`src/hw/lr_pkg.sv`:
```
// Shared constants and types for the latch and toggle relay blocks
package lr_pkg;

  // ----------------------------------------------------------------
  // Output levels
  // ----------------------------------------------------------------
  localparam logic Q_CLEAR = 1'h0;
  localparam logic Q_SET   = 1'h1;

  // ----------------------------------------------------------------
  // Evaluation cycle timing
  // ----------------------------------------------------------------
  localparam int unsigned CLK_PERIOD_NS  = 40;
  localparam int unsigned EVAL_PERIOD_NS = 160;
  localparam int unsigned EVAL_DIV       = (EVAL_PERIOD_NS + CLK_PERIOD_NS - 1) / CLK_PERIOD_NS;
  localparam int unsigned DIV_W          = 8;
  localparam logic [DIV_W-1:0] DIV_ZERO  = 8'h00;
  localparam logic [DIV_W-1:0] DIV_ONE   = 8'h01;

  // ----------------------------------------------------------------
  // Priority selection and toggle states
  // ----------------------------------------------------------------
  typedef enum logic {
    LR_CLEAR_WINS,
    LR_PRESET_DOMINANT
  } lr_prio_e;

  typedef enum logic {
    LR_OFF,
    LR_ON
  } lr_state_e;

endpackage

```
`src/hw/lr_latch.sv`:
```
// Set/reset latch with clear dominance and optional retention
`timescale 1ns/1ps
module lr_latch
  import lr_pkg::*;
(
  input  wire logic ref_clk,
  input  wire logic rstn,
  input  wire logic eval_en,
  input  wire logic preset,
  input  wire logic clear,
  input  wire logic retain_en,
  output logic      q
);

  // ----------------------------------------------------------------
  // Next value
  // ----------------------------------------------------------------
  logic next_q;
  logic por_clear;

  assign next_q    = clear  ? Q_CLEAR :
                     preset ? Q_SET   : q;
  assign por_clear = !rstn && !retain_en;

  // ----------------------------------------------------------------
  // State
  // ----------------------------------------------------------------
  // Retained state simply ignores reset; the flop stands in for backed-up storage
  always_ff @(posedge ref_clk) begin
    if (por_clear) begin
      q <= Q_CLEAR;
    end else if (rstn && eval_en) begin
      q <= next_q;
    end
  end

endmodule

```
`src/hw/lr_relay_top.sv`:
```
// Top of the binary memory blocks: latch, toggle relay and cycle divider
`timescale 1ns/1ps
module lr_relay_top
  import lr_pkg::*;
#(
  parameter int unsigned DIV     = EVAL_DIV,
  parameter bit          REDUCED = 1'b0
)(
  input  wire logic     ref_clk,
  input  wire logic     rstn,
  input  wire logic     latch_preset,
  input  wire logic     latch_clear,
  input  wire logic     latch_retain,
  input  wire logic     tog_trigger,
  input  wire logic     tog_preset,
  input  wire logic     tog_clear,
  input  wire lr_prio_e tog_prio,
  input  wire logic     tog_retain,
  output logic          latch_q,
  output logic          tog_q,
  output logic          eval_tick
);

  // ----------------------------------------------------------------
  // Evaluation cycle divider
  // ----------------------------------------------------------------
  localparam logic [DIV_W-1:0] DIV_LAST = DIV_W'(DIV - 1);

  logic [DIV_W-1:0] div_cnt;
  logic [DIV_W-1:0] next_div_cnt;
  logic             div_wrap;

  assign div_wrap     = (div_cnt == DIV_ZERO);
  assign next_div_cnt = div_wrap ? DIV_LAST : (div_cnt - DIV_ONE);
  assign eval_tick    = rstn && div_wrap;

  always_ff @(posedge ref_clk) begin
    if (!rstn) begin
      div_cnt <= DIV_ZERO;
    end else begin
      div_cnt <= next_div_cnt;
    end
  end

  // ----------------------------------------------------------------
  // Function blocks
  // ----------------------------------------------------------------
  // Inputs are other program blocks on ref_clk, so no synchroniser
  lr_latch u_latch (
    .ref_clk   (ref_clk),
    .rstn      (rstn),
    .eval_en   (eval_tick),
    .preset    (latch_preset),
    .clear     (latch_clear),
    .retain_en (latch_retain),
    .q         (latch_q)
  );

  lr_toggle #(
    .REDUCED (REDUCED)
  ) u_toggle (
    .ref_clk   (ref_clk),
    .rstn      (rstn),
    .eval_en   (eval_tick),
    .trigger   (tog_trigger),
    .preset    (tog_preset),
    .clear     (tog_clear),
    .prio      (tog_prio),
    .retain_en (tog_retain),
    .q         (tog_q)
  );

  // ----------------------------------------------------------------
  // Checking helpers
  // ----------------------------------------------------------------
  logic chk_trig_prev;
  logic chk_rise;
  logic chk_pre;
  logic chk_tick_gap;
  logic [DIV_W-1:0] chk_gap;

  always_ff @(posedge ref_clk) begin
    if (!rstn) begin
      chk_trig_prev <= 1'b0;
    end else if (eval_tick) begin
      chk_trig_prev <= tog_trigger;
    end
  end

  always_ff @(posedge ref_clk) begin
    if (!rstn || eval_tick) begin
      chk_gap <= DIV_ZERO;
    end else begin
      chk_gap <= chk_gap + DIV_ONE;
    end
  end

  assign chk_rise     = tog_trigger && !chk_trig_prev;
  assign chk_pre      = REDUCED ? 1'b0 : tog_preset;
  assign chk_tick_gap = (chk_gap <= DIV_LAST);

  // ----------------------------------------------------------------
  // Assertions: latch
  // ----------------------------------------------------------------
  property p_latch_hold;
    @(posedge ref_clk) disable iff (!rstn)
      (eval_tick && !latch_preset && !latch_clear)
      |=> $stable(latch_q);
  endproperty
  latch_hold_a: assert property (p_latch_hold)
    else $error("latch lost value with inputs low");

  property p_latch_set;
    @(posedge ref_clk) disable iff (!rstn)
      (eval_tick && latch_preset && !latch_clear)
      |=> latch_q == Q_SET;
  endproperty
  latch_set_a: assert property (p_latch_set)
    else $error("latch did not set");

  property p_latch_clear;
    @(posedge ref_clk) disable iff (!rstn)
      (eval_tick && latch_clear)
      |=> latch_q == Q_CLEAR;
  endproperty
  latch_clear_a: assert property (p_latch_clear)
    else $error("latch did not clear or clear lost priority");

  property p_latch_keep;
    @(posedge ref_clk)
      (!rstn && latch_retain)
      |=> latch_q == $past(latch_q);
  endproperty
  latch_keep_a: assert property (p_latch_keep)
    else $error("retained latch changed over reset");

  property p_latch_por;
    @(posedge ref_clk)
      (!rstn && !latch_retain)
      |=> latch_q == Q_CLEAR;
  endproperty
  latch_por_a: assert property (p_latch_por)
    else $error("non retained latch not cleared by reset");

  // ----------------------------------------------------------------
  // Assertions: toggle relay
  // ----------------------------------------------------------------
  property p_tog_flip;
    @(posedge ref_clk) disable iff (!rstn)
      (eval_tick && chk_rise && !tog_preset && !tog_clear)
      |=> tog_q != $past(tog_q);
  endproperty
  tog_flip_a: assert property (p_tog_flip)
    else $error("toggle did not invert on trigger rise");

  property p_tog_still;
    @(posedge ref_clk) disable iff (!rstn)
      (eval_tick && !chk_rise && !chk_pre && !tog_clear)
      |=> $stable(tog_q);
  endproperty
  tog_still_a: assert property (p_tog_still)
    else $error("toggle changed without trigger rise");

  property p_tog_ignore;
    @(posedge ref_clk) disable iff (!rstn)
      (eval_tick && !REDUCED && (tog_preset || tog_clear))
      |=> tog_q == $past(tog_preset && !(tog_clear && tog_prio == LR_CLEAR_WINS));
  endproperty
  tog_ignore_a: assert property (p_tog_ignore)
    else $error("trigger affected output while preset or clear high");

  property p_tog_set;
    @(posedge ref_clk) disable iff (!rstn)
      (eval_tick && !REDUCED && tog_preset && !tog_clear)
      |=> tog_q == Q_SET;
  endproperty
  tog_set_a: assert property (p_tog_set)
    else $error("preset pulse did not force output high");

  property p_tog_clr;
    @(posedge ref_clk) disable iff (!rstn)
      (eval_tick && tog_clear && !chk_pre)
      |=> tog_q == Q_CLEAR;
  endproperty
  tog_clr_a: assert property (p_tog_clr)
    else $error("clear pulse did not return output low");

  property p_prio_clear;
    @(posedge ref_clk) disable iff (!rstn)
      (eval_tick && tog_preset && tog_clear && tog_prio == LR_CLEAR_WINS)
      |=> tog_q == Q_CLEAR;
  endproperty
  prio_clear_a: assert property (p_prio_clear)
    else $error("clear lost priority in clear wins mode");

  property p_prio_preset;
    @(posedge ref_clk) disable iff (!rstn)
      (eval_tick && !REDUCED && tog_preset && tog_clear && tog_prio == LR_PRESET_DOMINANT)
      |=> tog_q == Q_SET;
  endproperty
  prio_preset_a: assert property (p_prio_preset)
    else $error("preset lost priority in preset dominant mode");

  property p_tog_keep;
    @(posedge ref_clk)
      (!rstn && tog_retain)
      |=> tog_q == $past(tog_q);
  endproperty
  tog_keep_a: assert property (p_tog_keep)
    else $error("retained toggle changed over reset");

  property p_tog_por;
    @(posedge ref_clk)
      (!rstn && !tog_retain)
      |=> tog_q == Q_CLEAR;
  endproperty
  tog_por_a: assert property (p_tog_por)
    else $error("non retained toggle not cleared by reset");

  property p_reduced_clr;
    @(posedge ref_clk) disable iff (!rstn)
      (eval_tick && REDUCED && tog_clear)
      |=> tog_q == Q_CLEAR;
  endproperty
  reduced_clr_a: assert property (p_reduced_clr)
    else $error("reduced variant clear ignored or preset acted");

  // ----------------------------------------------------------------
  // Assertions: evaluation cycle and reduced variant preset
  // ----------------------------------------------------------------
  property p_eval_only;
    @(posedge ref_clk) disable iff (!rstn)
      (!eval_tick)
      |=> ($stable(tog_q) && $stable(latch_q));
  endproperty
  eval_only_a: assert property (p_eval_only)
    else $error("output changed outside an evaluation cycle");

  property p_eval_gap;
    @(posedge ref_clk) disable iff (!rstn)
      chk_tick_gap;
  endproperty
  eval_gap_a: assert property (p_eval_gap)
    else $error("evaluation cycle spacing too long");

  property p_tick_restart;
    @(posedge ref_clk)
      (!rstn ##1 rstn)
      |-> eval_tick;
  endproperty
  tick_restart_a: assert property (p_tick_restart)
    else $error("no evaluation cycle right after reset release");

  property p_tick_single;
    @(posedge ref_clk) disable iff (!rstn)
      (eval_tick && DIV > 1)
      |=> !eval_tick;
  endproperty
  tick_single_a: assert property (p_tick_single)
    else $error("evaluation cycles back to back");

  property p_reduced_preset;
    @(posedge ref_clk) disable iff (!rstn)
      (eval_tick && REDUCED && tog_preset && !tog_clear && !chk_rise)
      |=> $stable(tog_q);
  endproperty
  reduced_preset_a: assert property (p_reduced_preset)
    else $error("reduced variant reacted to preset");

  // ----------------------------------------------------------------
  // Cover points
  // ----------------------------------------------------------------
  cover_toggle_on: cover property (
    @(posedge ref_clk) disable iff (!rstn)
      (eval_tick && chk_rise && !tog_q) ##1 tog_q
  );

  cover_toggle_off: cover property (
    @(posedge ref_clk) disable iff (!rstn)
      (eval_tick && chk_rise && tog_q) ##1 !tog_q
  );

  cover_prio_clash: cover property (
    @(posedge ref_clk) disable iff (!rstn)
      eval_tick && tog_preset && tog_clear
  );

  cover_latch_both: cover property (
    @(posedge ref_clk) disable iff (!rstn)
      eval_tick && latch_preset && latch_clear && latch_q
  );

  cover_retained: cover property (
    @(posedge ref_clk)
      (!rstn && tog_retain && tog_q) ##1 (rstn && tog_q)
  );

endmodule

```
`src/hw/lr_toggle.sv`:
```
// Pulse toggle relay with selectable priority and optional retention
`timescale 1ns/1ps
module lr_toggle
  import lr_pkg::*;
#(
  parameter bit REDUCED = 1'b0
)(
  input  wire logic     ref_clk,
  input  wire logic     rstn,
  input  wire logic     eval_en,
  input  wire logic     trigger,
  input  wire logic     preset,
  input  wire logic     clear,
  input  wire lr_prio_e prio,
  input  wire logic     retain_en,
  output logic          q
);

  // ----------------------------------------------------------------
  // Decode
  // ----------------------------------------------------------------
  lr_state_e state;
  lr_state_e next_state;
  logic      trig_prev;
  logic      rise;
  logic      preset_in;
  logic      eff_set;
  logic      eff_clr;
  logic      blocked;

  assign preset_in = REDUCED ? 1'b0 : preset;
  assign rise      = trigger && !trig_prev;
  assign blocked   = preset_in || clear;
  assign eff_clr   = (prio == LR_PRESET_DOMINANT && !REDUCED)
                     ? (clear && !preset_in) : clear;
  assign eff_set   = (prio == LR_CLEAR_WINS || REDUCED)
                     ? (preset_in && !clear) : preset_in;

  always_comb begin
    next_state = state;
    if (eff_clr) begin
      next_state = LR_OFF;
    end else if (eff_set) begin
      next_state = LR_ON;
    end else if (rise && !blocked) begin
      case (state)
        LR_OFF:  next_state = LR_ON;
        LR_ON:   next_state = LR_OFF;
        default: next_state = LR_OFF;
      endcase
    end
  end

  // ----------------------------------------------------------------
  // State
  // ----------------------------------------------------------------
  always_ff @(posedge ref_clk) begin
    if (!rstn && !retain_en) begin
      state <= LR_OFF;
    end else if (rstn && eval_en) begin
      state <= next_state;
    end
  end

  // Edge history restarts low, so a trigger held through reset counts once
  always_ff @(posedge ref_clk) begin
    if (!rstn) begin
      trig_prev <= 1'b0;
    end else if (eval_en) begin
      trig_prev <= trigger;
    end
  end

  assign q = (state == LR_ON) ? Q_SET : Q_CLEAR;

endmodule

```
`config.mk`:
```
export PLATFORM = sky130hd
export DESIGN_NAME = lr_relay_top
export DESIGN_NICKNAME = d
export VERILOG_FILES = /design/src/hw/lr_pkg.sv /design/src/hw/lr_latch.sv /design/src/hw/lr_relay_top.sv /design/src/hw/lr_toggle.sv
export SDC_FILE = /design/constraint.sdc
export NUM_CORES = 1
export LEC_CHECK = 0
export ABC_CLOCK_PERIOD_IN_PS = 2000
export BUFFER_PORTS_ARGS = -buffer_cell sky130_fd_sc_hd__buf_2
export CORE_AREA = 3 3 40 42
export CTS_CLUSTER_SIZE = 14
export DETAILED_ROUTE_END_ITERATION = 7
export DIE_AREA = 0 0 43 45
export GPL_ROUTABILITY_DRIVEN = 0
export PLACE_DENSITY_LB_ADDON = 0.12
export SLEW_MARGIN = 30
export SYNTH_ARGS = -nofsm -noshare
export SYNTH_HDL_FRONTEND = slang
export SYNTH_SLANG_ARGS = --single-unit
```
`constraint.sdc`:
```
create_clock -name ref_clk -period 2 [get_ports ref_clk]
set_input_delay 0.2 -clock ref_clk [delete_from_list [all_inputs] [get_ports ref_clk]]
set_output_delay 0.2 -clock ref_clk [all_outputs]
set_load 0.05 [all_outputs]
```
=== After elaboration in Yosys (flattened, before gate mapping) ===
Cells that the tools add are included.
Widths: inputs -> output; s select.

* Flip-flop bits (word level): 11
* Bits of input ports: 10
* Logic and storage cells: 40

* Add/subtract/negate cells: 1
* Muxes and demuxes: 10
* Bitwise operators: 2
* Reductions and logical operators: 22

{| class="wikitable"
|+ Operator list
! kind !! number
|-
| $logic_and 1x1->1 || 8
|-
| $logic_not 8->1 || 1
|-
| $mux 1 || 8
|-
| $sub 8x1->8 const B || 1
|-
| $logic_not 1->1 || 7
|-
| $reduce_and 2->1 || 2
|-
| $reduce_bool 3->1 || 1
|-
| $mux 2 || 1
|-
| $not 1->1 || 2
|-
| $pmux 1 s2 || 1
|-
| $reduce_bool 2->1 || 1
|-
| $reduce_or 2->1 || 1
|-
| $logic_or 1x1->1 || 1
|}

=== Logic depth before layout (Yosys ltp) ===
* Word-level depth: 6
* Depth in mapped cells: 5
* Gate-level depth less buffers: 5

=== Hierarchy ===
From an unflattened synthesis, not the netlist that was laid out.

* Cell total of the unflattened synthesis: 62
* Area total of the unflattened synthesis: 551.8 um^2

{| class="wikitable"
|+ By module, submodules not included
! module !! times used !! cells each !! area an instance (um^2) !! sequential area each (um^2)
|-
| lr_relay_top || 1 || 42 || 374.1 || 160.2
|-
| lr_toggle || 1 || 14 || 118.9 || 40.0
|-
| lr_latch || 1 || 6 || 58.8 || 20.0
|}

=== Worst setup path before layout ===
Ideal clock, no wire load.

* Path type: flip-flop to flip-flop
* From: reg div_cnt[2]
* To: reg u_latch.q
* Library setup time: 146 ps
* Arrival: 1659 ps
* Required time: 1854 ps
* Slack: 194 ps
* Stages on the path, launching flop included: 4
* Buffers on the path: 0
* Cells stage by stage: dfxtp_1 > nor4_1 > and3_1 > a22oi_1

* Longest elaborated chain between the ends: 4

{| class="wikitable"
|+ RTL lines
! element !! RTL line !! source
|-
| start, declared || lr_relay_top.sv:29 || <nowiki>logic [DIV_W-1:0] div_cnt;</nowiki>
|-
| start signal, assigned || lr_relay_top.sv:41 || <nowiki>div_cnt <= next_div_cnt;</nowiki>
|-
| $logic_not 8->1 || lr_relay_top.sv:33 || <nowiki>assign div_wrap = (div_cnt == DIV_ZERO);</nowiki>
|-
| $logic_and 1x1->1 || lr_relay_top.sv:35 || <nowiki>assign eval_tick = rstn && div_wrap;</nowiki>
|-
| via eval_tick || lr_relay_top.sv:21 || <nowiki>output logic eval_tick</nowiki>
|-
| $logic_and 1x1->1 || lr_latch.sv:32 || <nowiki>end else if (rstn && eval_en) begin</nowiki>
|-
| $reduce_and 2->1 (no line) || -- ||
|-
| end signal, assigned || lr_latch.sv:33 || <nowiki>q <= next_q;</nowiki>
|-
| end, declared || lr_latch.sv:12 || <nowiki>output logic q</nowiki>
|}

The timed path passes the listed nets, and every way through them passes these cells.
A chain may end at the register's enable or synchronous reset.

=== Worst setup path after layout ===
* From: reg div_cnt[0]
* To: out eval_tick

* Longest elaborated chain between the ends: 2

{| class="wikitable"
|+ RTL lines
! element !! RTL line
|-
| $logic_not 8->1 || lr_relay_top.sv:33
|-
| $logic_and 1x1->1 || lr_relay_top.sv:35
|-
| end, declared || lr_relay_top.sv:21
|}

Every way passes these cells.

==> metrics.txt <==
status=completed; final worst-path cycle share=91.12%; Finish-stage setup viols=0; Layout fillers=130; synth-to-layout area growth=21.58%; postcts setup bufs=0; Async SR Flop Fraction=0%; Clock Sinks=11; Port Buffer Count=12; drt first pass iters=4; Chip Height=45 um; CTS buffer count=3; Critical Path, Cell by Cell=inv_1 > ha_1 > nor3b_1 > and3_1 > buf_2; CTS clock-pin slew for the worst setup and hold paths=0.06 ns; end of the worst register-to-register path=div_cnt[5]$_SDFF_PP0_; die area=1935 um2; antenna cells=0; Synth area leader=dfxtp_1; Multi-input gate area=300.3 um2; vias in the first global route=417; post-layout util=51.02%; final hold viol count=0; worst vdd ir=720.3 uV; Die X=43 um; Req. time, crit path=1.80 ns; setup TNS=0 ns; sequential share of the synthesized area=40.84%; hold wc startpoint=latch_clear; antenna violations before repair=0; Global Route Usage Sum=11.52%; worst hold path type=in -> reg; Rel. slew slack=75.96%; Antenna Nets Post-Route=0; post-cts resize count=0; share of cells above drive strength 1=24.68%; R2R Path Start=div_cnt[0]$_SDFF_PN0_; Synth cell types=29; Final Skew=0.0003379 ns; Mapped Cells=60; hold endpoint=u_latch.q$_SDFFE_PP0P_; clock buffer depth=2; Post-DP HPWL=822.4 um; Initial Util=41.97%; Vias=483; register area=220.2 um2; grt ovf=0; first-pass GRT wire length=1676 um; Post-Synth Simple-Gate Area=24.36%; Post-Synth XOR/XNOR Area=3.248%; Compound-Gate Fraction of Synth Area=23.43%; Crit path arrival time=1.62 ns; post-layout minimum cycle time=1.822 ns; CP delay by family, top=simple AND/OR/NAND/NOR gates; Hold-fix buffers, CTS=0; Main synth FF type=dfxtp_1; largest net degree at the start of global routing=14; number of flops mapped to enable cells by yosys=0; Worst Path Buf+Inv=2; CP Class=reg -> out; Yosys warning count=0; Leak Pwr=0.0002865 uW; Synth Register Bits=11; most frequent cell after synthesis=dfxtp_1; reg2reg path depth=6; Post-Syn Nets=72; Worst Tran Pin Value=0.3568 ns; site row count=13; CP max stage cell=dfxtp_1; Commonest cells post-synth=dfxtp_1, o21ai_0, inv_1; Boundary Pins=13; crit end category=output pin; P per Cell Area=1645 nW/um2; Slew Viols, Final=0; Max Cap Viol=0; Cell Area, Synth=539.3 um2; largest family of logic cells by synthesized area=simple AND/OR/NAND/NOR gates; Mapped Avg Cell Area=8.988 um2; worst-skew pair later-pin latency=0.26 ns; Post-Route WL=1067 um; core area=1285 um2; DRC=0; Via density=5.250; f_max=548.7 MHz; Post-Synth Adder-Cell Area=4.640%; Worst path max stage delay=0.34 ns; H-tree levels=1; Startpoint Class=flop; top cell type's share of synthesized area=40.84%; CP Max Fanout=5; RSZ-0062 raised after global routing=no; DR iter-0 viols=15; mux cell area share after synthesis=0%; Synth area leaders=dfxtp_1, o21ai_0, ha_1, nor3b_1, or4_1; final net count=90; reg2reg setup slack=0.33 ns; TritonCTS clock tree=yes; clock root buffer=clkbuf_4; Hold Path Stages=2; WL/cell=11.60 um
metrics by stage:
step,setup slack [ns],std cells,hold WS (ns),area (um2),total power [uW]
2_1_floorplan,0.1945,60,0.3124,539.3,779.3
3_3_place_gp,0.3946,88,0.4066,629.4,939.7
3_5_place_dp,0.3556,88,0.4136,629.4,940.3
4_1_cts,0.1590,92,0.1273,655.6,1094
5_1_grt,0.02180,92,0.1356,655.6,1174
6_report,0.1776,92,0.1347,655.6,1078
cell usage in the layout (no fill, tap or decap), types with 2 or more instances in the layout:
cell type / n
a21boi_0: 2
nor2b_1: 2
or4_1: 3
nand2_1: 2
dfxtp_1: 11
buf_2: 12
xnor2_1: 2
a21oi_1: 2
o21ai_0: 7
ha_1: 2
inv_1: 4
clkbuf_4: 3
buf_4: 2
nor3b_1: 3
nor2_1: 3
how the worst max path moves through the flow:
stage / start / endpoint / slack, ns / cells after the start
final: div_cnt[0]$_SDFF_PN0_ / eval_tick / 0.18 / 5
after detailed placement: div_cnt[0]$_SDFF_PN0_ / div_cnt[5]$_SDFF_PP0_ / 0.36 / 6
after floorplan: div_cnt[2]$_SDFF_PP0_ / u_latch.q$_SDFFE_PP0P_ / 0.19 / 3
after global routing: div_cnt[0]$_SDFF_PN0_ / eval_tick / 0.02 / 5
after global placement: div_cnt[0]$_SDFF_PN0_ / div_cnt[3]$_SDFF_PP0_ / 0.39 / 5
after CTS: div_cnt[0]$_SDFF_PN0_ / eval_tick / 0.16 / 5
report_power, final:
| group | internal [uW] | switching (uW) |
|---|---|---|
| sequential | 308 | 85.7 |
| combinational | 247 | 294 |
| clock | 77.0 | 66.9 |
| total | 632 | 447 |
flip-flops by register name, indices dropped and copies added, names as in the netlist:
name                flops
div_cnt                 8
u_latch.q               1
u_toggle.state          1
u_toggle.trig_prev      1
per-layer routing:
metal | wire (um) | GRT usage, % | vias to the layer above
met1 | 558 | 15.29 | 223
met5 | 0 | 0 | -
li1 | - | - | 257
met4 | 0 | 1.807 | 0
met3 | 25 | 5.976 | 0
met2 | 484 | 17.07 | 3
kinds of logic after synthesis:
kind of cell | Yosys count
xor gates and xnor gates | 2
adders and majority gates | 2
and+or+nand+nor | 21
DFF | 11
buffers and inverters | 5
AOI/OAI and AO/OA | 19
cell type report:
class | count | share of cell area (%)
clock buffer | 4 | 4.008
sequential | 11 | 33.59
inverter | 4 | 2.290
tap | 15 | 2.863
timing repair buffer | 14 | 11.45
multi-input combinational | 44 | 45.80
No activity file was read; power rests on OpenSTA's default activity.
